==> src/rtl/serial_rx_status_flags_defs.vh <==
`ifndef SERIAL_RX_STATUS_FLAGS_DEFS_VH
`define SERIAL_RX_STATUS_FLAGS_DEFS_VH

// ==========================================================
// Register byte offsets
`define OFS_RX_TX_STATUS_FLAGS 5'h00
`define OFS_RX_STATUS_BUF_ONE_TWO 5'h04
`define OFS_RX_STATUS_BUF_THREE_CNT 5'h08
`define OFS_RX_CONTROL 5'h0C
`define OFS_RX_BUFFER_ZERO 5'h10
`define OFS_RX_BUFFER_ONE 5'h14
`define OFS_RX_BUFFER_TWO 5'h18
`define OFS_RX_BUFFER_THREE 5'h1C

// ==========================================================
// Primary status field positions
`define BIT_FRAMING_ERR 0
`define BIT_OVERRUN_ZERO 1
`define BIT_PARITY_ZERO 2
`define BIT_ADDR_ERR_ZERO 3
`define BIT_RX_IRQ_EN 4
`define BIT_RX_REQ 5
`define BIT_TX_IRQ_EN 6
`define BIT_TX_REQ 7

// ==========================================================
// Buffer one/two and buffer three status field positions
`define BIT_OVERRUN_ONE 1
`define BIT_PARITY_ONE 2
`define BIT_ADDR_ERR_ONE 3
`define BIT_OVERRUN_TWO 5
`define BIT_PARITY_TWO 6
`define BIT_ADDR_ERR_TWO 7
`define BIT_OVERRUN_THREE 1
`define BIT_PARITY_THREE 2
`define BIT_ADDR_ERR_THREE 3
`define BIT_INDEX_LOW 4
`define BIT_INDEX_HIGH 5

// ==========================================================
// Control field positions
`define BIT_CTL_MP_MODE 0
`define BIT_CTL_EXPECT_ADDR 2
`define BIT_CTL_FOUR_STAGE 3
`define BIT_CTL_PARITY_EN 5
`define BIT_CTL_PARITY_EVEN 6

// ==========================================================
// Reset values and fixed read values
`define RST_RX_TX_STATUS_FLAGS 8'h00
`define RST_RX_STATUS_BUF_ONE_TWO 8'h11
`define RST_RX_STATUS_BUF_THREE_CNT 8'hC1
`define RST_RX_CONTROL 8'h00
`define ONES_BUF_ONE_TWO 8'h11
`define ONES_BUF_THREE_CNT 8'hC1

`endif

==> src/rtl/serial_rx_status_flags.v <==
`timescale 1ns/10ps
`include "serial_rx_status_flags_defs.vh"

// Functional notes
// - Stop bit zero sets framing error
// - Unread buffer zero sets overrun, still overwrites
// - Parity mismatch sets parity error bit 2
// - Address marker while data expected sets bit 3
// - Bit 4 gates receive-ready request
// - Receive-ready bit 5 sticky until software clears
// - Bit 6 gates transmit-ready request
// - Transmit-ready bit 7 sticky until software clears
// - Buffer one/two errors update second status
// - Error flags stay set until cleared
// - Unread buffers one, two re-set overrun
// - Overrun flags one/two set, byte stored
// - Parity flags one/two on mismatch
// - Address-error flags one/two on marker
// - Buffer three errors update third status
// - Unread buffer three re-sets overrun
// - Index bits read-only, show next buffer
// - Reset second 11H, third C1H
// - Unimplemented status bits read one
// - Index encodes buffers zero to three
// - Four-stage mode stores in ring order
// - One framing flag serves all buffers
// - Primary status resets to 00H
module serial_rx_status_flags (
	input wire clock,
	input wire sys_rst,
	input wire clk_en,
	input wire [4:0] avs_address,
	input wire avs_read,
	input wire avs_write,
	input wire [31:0] avs_writedata,
	input wire [3:0] avs_byteenable,
	output reg [31:0] avs_readdata,
	output reg avs_waitrequest,
	input wire rx_done,
	input wire [7:0] rx_data,
	input wire rx_parity_bit,
	input wire rx_stop_bit,
	input wire address_marker_bit,
	input wire tx_ready_event,
	output reg rx_ready_irq,
	output reg tx_ready_irq
);

	// ==========================================================
	// State
	reg [7:0] buf_mem [0:3];
	reg [3:0] unread_ff;
	reg [3:0] overrun_ff;
	reg [3:0] parity_ff;
	reg [3:0] addr_err_ff;
	reg framing_error_flag_ff;
	reg rx_ready_irq_enable_ff;
	reg rx_ready_request_ff;
	reg tx_ready_irq_enable_ff;
	reg tx_ready_request_ff;
	reg [1:0] next_index_ff;
	reg [7:0] rx_control_register_ff;
	reg bus_wait_ff;

	// ==========================================================
	// Control decode
	wire mp_mode;
	wire rx_expect_address;
	wire four_stage_buffer_select;
	wire parity_en;
	wire parity_even;
	assign mp_mode = rx_control_register_ff[`BIT_CTL_MP_MODE];
	assign rx_expect_address = rx_control_register_ff[`BIT_CTL_EXPECT_ADDR];
	assign four_stage_buffer_select =
		rx_control_register_ff[`BIT_CTL_FOUR_STAGE];
	assign parity_en = rx_control_register_ff[`BIT_CTL_PARITY_EN];
	assign parity_even = rx_control_register_ff[`BIT_CTL_PARITY_EVEN];

	// ==========================================================
	// Reception evaluation
	// Frames without address marker are dropped while waiting for one
	wire rx_ignored;
	wire rx_store;
	wire [1:0] target;
	wire expected_parity;
	wire parity_bad;
	wire addr_bad;
	assign rx_ignored = mp_mode & rx_expect_address & ~address_marker_bit;
	assign rx_store = rx_done & ~rx_ignored;
	assign target = four_stage_buffer_select ? next_index_ff : 2'h0;
	assign expected_parity = parity_even ? (^rx_data) : ~(^rx_data);
	assign parity_bad = parity_en & (expected_parity != rx_parity_bit);
	assign addr_bad = mp_mode & ~rx_expect_address & address_marker_bit;

	// ==========================================================
	// Bus access decode
	// Access completes on the edge where waitrequest is seen low
	wire bus_take;
	wire wr_take;
	wire rd_take;
	wire wr_lane;
	assign bus_take = (avs_read | avs_write) & ~bus_wait_ff;
	assign wr_take = avs_write & ~bus_wait_ff;
	assign rd_take = avs_read & ~bus_wait_ff;
	assign wr_lane = avs_byteenable[0];
	wire [7:0] wbyte;
	assign wbyte = avs_writedata[7:0];

	// Clear masks: a written zero clears, a written one keeps
	reg [3:0] clr_overrun;
	reg [3:0] clr_parity;
	reg [3:0] clr_addr;
	reg clr_framing;
	reg clr_rx_req;
	reg clr_tx_req;
	reg [3:0] buf_read;
	always @* begin
		clr_overrun = 4'h0;
		clr_parity = 4'h0;
		clr_addr = 4'h0;
		clr_framing = 1'b0;
		clr_rx_req = 1'b0;
		clr_tx_req = 1'b0;
		buf_read = 4'h0;
		if (wr_take && wr_lane) begin
			case (avs_address)
				`OFS_RX_TX_STATUS_FLAGS: begin
					clr_framing = ~wbyte[`BIT_FRAMING_ERR];
					clr_overrun[0] = ~wbyte[`BIT_OVERRUN_ZERO];
					clr_parity[0] = ~wbyte[`BIT_PARITY_ZERO];
					clr_addr[0] = ~wbyte[`BIT_ADDR_ERR_ZERO];
					clr_rx_req = ~wbyte[`BIT_RX_REQ];
					clr_tx_req = ~wbyte[`BIT_TX_REQ];
				end
				`OFS_RX_STATUS_BUF_ONE_TWO: begin
					clr_overrun[1] = ~wbyte[`BIT_OVERRUN_ONE];
					clr_parity[1] = ~wbyte[`BIT_PARITY_ONE];
					clr_addr[1] = ~wbyte[`BIT_ADDR_ERR_ONE];
					clr_overrun[2] = ~wbyte[`BIT_OVERRUN_TWO];
					clr_parity[2] = ~wbyte[`BIT_PARITY_TWO];
					clr_addr[2] = ~wbyte[`BIT_ADDR_ERR_TWO];
				end
				`OFS_RX_STATUS_BUF_THREE_CNT: begin
					clr_overrun[3] = ~wbyte[`BIT_OVERRUN_THREE];
					clr_parity[3] = ~wbyte[`BIT_PARITY_THREE];
					clr_addr[3] = ~wbyte[`BIT_ADDR_ERR_THREE];
				end
				default: begin
					clr_framing = 1'b0;
				end
			endcase
		end
		if (rd_take) begin
			case (avs_address)
				`OFS_RX_BUFFER_ZERO: buf_read[0] = 1'b1;
				`OFS_RX_BUFFER_ONE: buf_read[1] = 1'b1;
				`OFS_RX_BUFFER_TWO: buf_read[2] = 1'b1;
				`OFS_RX_BUFFER_THREE: buf_read[3] = 1'b1;
				default: buf_read = 4'h0;
			endcase
		end
	end

	// Per-buffer set events of the byte being stored
	reg [3:0] hit;
	always @* begin
		hit = 4'h0;
		if (rx_store) begin
			hit[target] = 1'b1;
		end
	end

	// ==========================================================
	// Read mux
	reg [7:0] rd_byte;
	always @* begin
		rd_byte = 8'h00;
		case (avs_address)
			`OFS_RX_TX_STATUS_FLAGS: begin
				rd_byte = {tx_ready_request_ff, tx_ready_irq_enable_ff,
					rx_ready_request_ff, rx_ready_irq_enable_ff,
					addr_err_ff[0], parity_ff[0], overrun_ff[0],
					framing_error_flag_ff};
			end
			`OFS_RX_STATUS_BUF_ONE_TWO: begin
				rd_byte = {addr_err_ff[2], parity_ff[2], overrun_ff[2], 1'b0,
					addr_err_ff[1], parity_ff[1], overrun_ff[1], 1'b0}
					| `ONES_BUF_ONE_TWO;
			end
			`OFS_RX_STATUS_BUF_THREE_CNT: begin
				rd_byte = {2'h0, next_index_ff, addr_err_ff[3], parity_ff[3],
					overrun_ff[3], 1'b0} | `ONES_BUF_THREE_CNT;
			end
			`OFS_RX_CONTROL: rd_byte = rx_control_register_ff;
			`OFS_RX_BUFFER_ZERO: rd_byte = buf_mem[0];
			`OFS_RX_BUFFER_ONE: rd_byte = buf_mem[1];
			`OFS_RX_BUFFER_TWO: rd_byte = buf_mem[2];
			`OFS_RX_BUFFER_THREE: rd_byte = buf_mem[3];
			default: rd_byte = 8'h00;
		endcase
	end

	// ==========================================================
	// Bus handshake: one wait cycle, then a single-cycle answer
	always @(posedge clock) begin
		if (sys_rst) begin
			bus_wait_ff <= 1'b1;
			avs_waitrequest <= 1'b1;
			avs_readdata <= 32'h0000_0000;
		end else if (clk_en) begin
			if (bus_take) begin
				bus_wait_ff <= 1'b1;
				avs_waitrequest <= 1'b1;
			end else if (avs_read || avs_write) begin
				bus_wait_ff <= 1'b0;
				avs_waitrequest <= 1'b0;
				avs_readdata <= {24'h00_0000, rd_byte};
			end
		end
	end

	// ==========================================================
	// Buffers and read tracking
	// Overwrite happens even on overrun; unread stays until the CPU reads
	// Each process owns its own loop index, so none has two drivers
	integer i;
	integer io;
	integer ip;
	integer ia;
	always @(posedge clock) begin
		if (sys_rst) begin
			unread_ff <= 4'h0;
			next_index_ff <= 2'h0;
		end else if (clk_en) begin
			for (i = 0; i < 4; i = i + 1) begin
				if (hit[i]) begin
					buf_mem[i] <= rx_data;
					unread_ff[i] <= 1'b1;
				end else if (buf_read[i]) begin
					unread_ff[i] <= 1'b0;
				end
			end
			if (!four_stage_buffer_select) begin
				next_index_ff <= 2'h0;
			end else if (rx_store) begin
				next_index_ff <= next_index_ff + 2'h1;
			end
		end
	end

	// ==========================================================
	// Sticky error flags, set wins over clear
	// Overrun re-asserts whenever the previous byte was never read
	always @(posedge clock) begin
		if (sys_rst) begin
			overrun_ff <= 4'h0;
		end else if (clk_en) begin
			for (io = 0; io < 4; io = io + 1) begin
				if (hit[io] && unread_ff[io]) begin
					overrun_ff[io] <= 1'b1;
				end else if (clr_overrun[io]) begin
					overrun_ff[io] <= 1'b0;
				end
			end
		end
	end

	// Parity flags land on the buffer that took the byte
	always @(posedge clock) begin
		if (sys_rst) begin
			parity_ff <= 4'h0;
		end else if (clk_en) begin
			for (ip = 0; ip < 4; ip = ip + 1) begin
				if (hit[ip] && parity_bad) begin
					parity_ff[ip] <= 1'b1;
				end else if (clr_parity[ip]) begin
					parity_ff[ip] <= 1'b0;
				end
			end
		end
	end

	// Address-marker flags; addr_bad is zero outside multiprocessor mode
	always @(posedge clock) begin
		if (sys_rst) begin
			addr_err_ff <= 4'h0;
		end else if (clk_en) begin
			for (ia = 0; ia < 4; ia = ia + 1) begin
				if (hit[ia] && addr_bad) begin
					addr_err_ff[ia] <= 1'b1;
				end else if (clr_addr[ia]) begin
					addr_err_ff[ia] <= 1'b0;
				end
			end
		end
	end

	// One framing flag for all buffers, so a bad stop bit in any stored (not ignored) frame sets it
	// Software cannot tell which buffer held the bad frame
	always @(posedge clock) begin
		if (sys_rst) begin
			framing_error_flag_ff <= 1'b0;
		end else if (clk_en) begin
			if (rx_store && !rx_stop_bit) begin
				framing_error_flag_ff <= 1'b1;
			end else if (clr_framing) begin
				framing_error_flag_ff <= 1'b0;
			end
		end
	end

	// ==========================================================
	// Enables and control, written directly
	// Control changes apply from the next frame on
	always @(posedge clock) begin
		if (sys_rst) begin
			rx_ready_irq_enable_ff <= 1'b0;
			tx_ready_irq_enable_ff <= 1'b0;
			rx_control_register_ff <= `RST_RX_CONTROL;
		end else if (clk_en) begin
			if (wr_take && wr_lane &&
				avs_address == `OFS_RX_TX_STATUS_FLAGS) begin
				rx_ready_irq_enable_ff <= wbyte[`BIT_RX_IRQ_EN];
				tx_ready_irq_enable_ff <= wbyte[`BIT_TX_IRQ_EN];
			end
			if (wr_take && wr_lane && avs_address == `OFS_RX_CONTROL) begin
				rx_control_register_ff <= wbyte;
			end
		end
	end

	// Request flags: set wins so no ready event is lost
	always @(posedge clock) begin
		if (sys_rst) begin
			rx_ready_request_ff <= 1'b0;
			tx_ready_request_ff <= 1'b0;
		end else if (clk_en) begin
			// Only a buffer zero arrival raises the primary request
			if (hit[0]) begin
				rx_ready_request_ff <= 1'b1;
			end else if (clr_rx_req) begin
				rx_ready_request_ff <= 1'b0;
			end
			if (tx_ready_event) begin
				tx_ready_request_ff <= 1'b1;
			end else if (clr_tx_req) begin
				tx_ready_request_ff <= 1'b0;
			end
		end
	end

	// ==========================================================
	// Gated receive request, registered one cycle behind the flag
	// One cycle of latency traded for a flop-driven output
	always @(posedge clock) begin
		if (sys_rst) begin
			rx_ready_irq <= 1'b0;
		end else if (clk_en) begin
			rx_ready_irq <= rx_ready_request_ff & rx_ready_irq_enable_ff;
		end
	end

	// Gated transmit request, same latency as the receive side
	always @(posedge clock) begin
		if (sys_rst) begin
			tx_ready_irq <= 1'b0;
		end else if (clk_en) begin
			tx_ready_irq <= tx_ready_request_ff & tx_ready_irq_enable_ff;
		end
	end

endmodule // serial_rx_status_flags

==> config.mk <==
export PLATFORM = sky130hd
export DESIGN_NAME = serial_rx_status_flags
export DESIGN_NICKNAME = d
export VERILOG_FILES = /design/src/rtl/serial_rx_status_flags.v
export VERILOG_INCLUDE_DIRS = /design/src /design/src/rtl
export SDC_FILE = /design/constraint.sdc
export NUM_CORES = 1
export LEC_CHECK = 0
export BUFFER_PORTS_ARGS = -buffer_cell sky130_fd_sc_hd__buf_4
export CAP_MARGIN = 20
export CORE_ASPECT_RATIO = 0.9
export CORE_MARGIN = 1.5
export CORE_UTILIZATION = 37
export DETAILED_ROUTE_END_ITERATION = 10
export PLACE_DENSITY = 0.72
export SETUP_SLACK_MARGIN = 0.1
export SYNTH_ARGS = -nofsm -noshare
export SYNTH_HDL_FRONTEND = slang
export SYNTH_SLANG_ARGS = --single-unit
==> constraint.sdc <==
create_clock -name clock -period 1.44 [get_ports clock]
set_input_delay 0.288 -clock clock [delete_from_list [all_inputs] [get_ports clock]]
set_output_delay 0.288 -clock clock [all_outputs]
set_load 0.05 [all_outputs]
==> flow_summary.yaml <==
run_status:
  status: "complete, but fails checks"
  failed_checks: "negative setup slack"
clock_tree:
  clock_latency_ns: 0.36
  cts.path.max_buffers: 2
  cts_tree: "yes"
  cts_hold_repair.buffers: 0
  htreeDepth: 3
  cts_made_buffers: 9
  cts_sinks: 74
  clkSlewWorstSetupHoldPaths_ns: 0.08
  clock-root-buffer: "clkbuf_8"
grt:
  antenna_found_initial: 0
  grt_pass1_vias: 2654
  grt_pass1_wl_um: 14100
  grt-ovfl-total: 0
  grt_max_degree: 24
  grt_usage: 0.191
cells_and_area:
  fillers: 826
  syn_to_final_growth_pct: 30.1
  utilization: 0.495
  antenna_cells: 0
  drive_gt1_frac: 0.362
  final_nets: 466
  final_cells: 534
power:
  p_sw_mw: 1.22
  p_per_area_nw_per_um2: 1030
  pwr-share-seq: 0.480
  p_clk_frac: 0.386
  power_frac_comb: 0.135
  p_int_mw: 3.42
  p_leak_nw: 1.73
  ir_drop_mv: 0.573
  switching_share: 0.263
synthesis:
  synth_top_area_frac: 0.278
  synth_common_cells: "dfxtp_1 (42), edfxtp_1 (32), nand2_1 (30), buf_4 (24), o21ai_0 (20)"
  synth_edf_count: 32
  ys_ff_latch: 74
  seq_area_frac_synth: 0.522
  syn_inst: 326
  synth_top_area_cell: "edfxtp_1"
  synth.area.top_cells: "edfxtp_1 (28%), dfxtp_1 (24%), buf_4 (5.2%)"
  synth_cell_types: 49
  ys.flop_type: "dfxtp_1"
  yosysMostFrequentCell: "dfxtp_1"
  async_flop_share: 0
  ys_warn_count: 0
  avgSynthCellArea_um2: 10.6
  syn_area_um2: 3450
route:
  drc: 0
  dr.first_iter.drc_count: 222
  routed_wirelength_um: 9100
  vias_per_cell: 5.26
  ant_nets: 0
  vias: 2807
  first_pass_iters: 5
  routedWlPerCell_um: 17.0
floorplanning:
  pin_count: 94
  coreArea_um2: 9080
  rows: 33
  start_util: 0.380
  die_w_um: 105
  dieArea_um2: 9930
  die_h_um: 94.7
sta:
  finClkSkew_ns: 0.0165
  setup_viol_count_final: 42
  whs_ns: 0.0978
  fin_ws_ns: -0.165
  rsz0062_at_grt: "yes"
  period_needed_ns: 1.61
  fin_setup_tns_ns: -3.24
  final_max_slew_viol_count: 0
  timing.fmax_mhz: 623
  hold_violations: 0
  final.period_utilization: 1.11
critical_path:
  cp_num_buf_inv: 0
  critical-path-top-delay-family: "simple AND/OR/NAND/NOR gates"
  required_ns: 1.68
  cp_slowest_cell: "or3_4"
  path_class: "flop to flop"
  path_max_fanout: 8
  startpoint_type: "flop"
  path_cells: "nor4b_2 -> nand4b_1 -> or3_4 -> o211ai_1 -> o21ai_1"
  end_kind: "flop"
  slowest_delay_ns: 0.43
  cp.arrival_ns: 1.85
min_path:
  hp-class: "input port to flop"
placement:
  place.gp.congestion: 0.823
  hpwlAfterDp_um: 6820
  post-place-ws_ns: -0.346
  dp_cells: 513
  port_buffers: 42
flow_run:
  drv_cap: 0
[worst paths after layout]
check                                  start                    end  slack, ns  depth (start not counted)
worst max-delay path             bus_wait_ff         addr_err_ff[0]      -0.17                          5
worst min-delay path             rx_stop_bit  framing_error_flag_ff        0.1                          2
worst max register to register   bus_wait_ff         addr_err_ff[0]      -0.17                          5
worst min register to register  tx_ready_irq           tx_ready_irq       0.46                          2
[placed cells by master, fill, tap and decap left out, drive strengths merged, types with 2 or more instances in the layout]
cell     instances
a21oi           15
a22oi            7
a2bb2oi          3
a32oi            4
and2             3
and3             4
buf             90
bufinv           2
clkbuf          10
clkinv           4
conb            24
dfxtp           42
edfxtp          32
inv              9
mux2             6
mux2i            7
mux4             3
nand2           30
nand2b           2
nand3            7
nand3b           3
nand4b           3
nor2            13
nor2b            5
nor3b            6
o211ai          17
o21ai           30
o22ai            2
o311ai           4
xnor2            7
[power by group through the flow]
stage | registers, mW | logic, mW | clock network, mW
final | 2.22 | 0.624 | 1.79
after global routing | 2.22 | 0.663 | 1.88
after CTS | 2.22 | 0.613 | 1.79
after detailed placement | 2.27 | 0.604 | 0
after global placement | 2.27 | 0.595 | 0
after floorplan | 2.29 | 0.393 | 0
[flip-flops by register name (all words and copies together) (netlist names)]
| name | cells |
|---|---|
| buf_mem | 32 |
| unread_ff | 4 |
| rx_control_register_ff | 8 |
| parity_ff | 4 |
| rx_ready_irq | 1 |
| avs_readdata | 8 |
| overrun_ff | 4 |
| framing_error_flag_ff | 1 |
| addr_err_ff | 4 |
| bus_wait_ff | 1 |
| next_index_ff | 2 |
| rx_ready_irq_enable_ff | 1 |
| tx_ready_irq | 1 |
| tx_ready_request_ff | 1 |
| tx_ready_irq_enable_ff | 1 |
| rx_ready_request_ff | 1 |
[worst reg2reg max path, cell delays in order (launching register included)]
cell	delay, ns
dfxtp_4	0.35
nor4b_2	0.23
nand4b_1	0.17
or3_4	0.43
o211ai_1	0.21
o21ai_1	0.10
[cell families (layout without fill, tap and decap cells)]
| kind of cell | Yosys count | count (layout) | share of synthesized area |
|---|---|---|---|
| AO/OA/AOI/OAI | 91 | 91 | 0.178 |
| XOR/XNOR | 9 | 9 | 0.0268 |
| buffers and inverters | 53 | 116 | 0.0866 |
| flip-flops | 74 | 74 | 0.522 |
| multiplexers | 16 | 16 | 0.0594 |
| other | 1 | 24 | 0.00109 |
| AND/OR/NAND/NOR | 82 | 82 | 0.126 |
[metrics by stage]
stage | power [mW] | cell area [µm²]
finish | 4.64 | 4490
global route | 4.77 | 4490
CTS | 4.63 | 4410
detailed placement | 2.88 | 4110
global placement | 2.87 | 4110
floorplan | 2.69 | 3590
[layout make-up]
cell class / count / area, µm² / area share
timing repair buffer: 90 / 712 / 0.158
clock inverter: 6 / 90.1 / 0.0200
tap: 122 / 153 / 0.0340
clock buffer: 10 / 128 / 0.0284
multi-input combinational: 222 / 1540 / 0.342
sequential: 74 / 1820 / 0.405
inverter: 10 / 57.6 / 0.0128
[metal layers]
metal	routed length, µm	track usage	up-vias
met3	648	0.0407	18
met2	4430	0.318	133
met5	0	0	-
li1	-	-	1306
met1	3800	0.237	1350
met4	222	0.0913	0
[repair_timing]
item,CTS,global route
buffers inserted,4,5
pin swaps,13,13
endpoints found under the setup margin,61,69
gates resized for setup,17,23
Note: power is estimated with default switching activity, not from simulation.
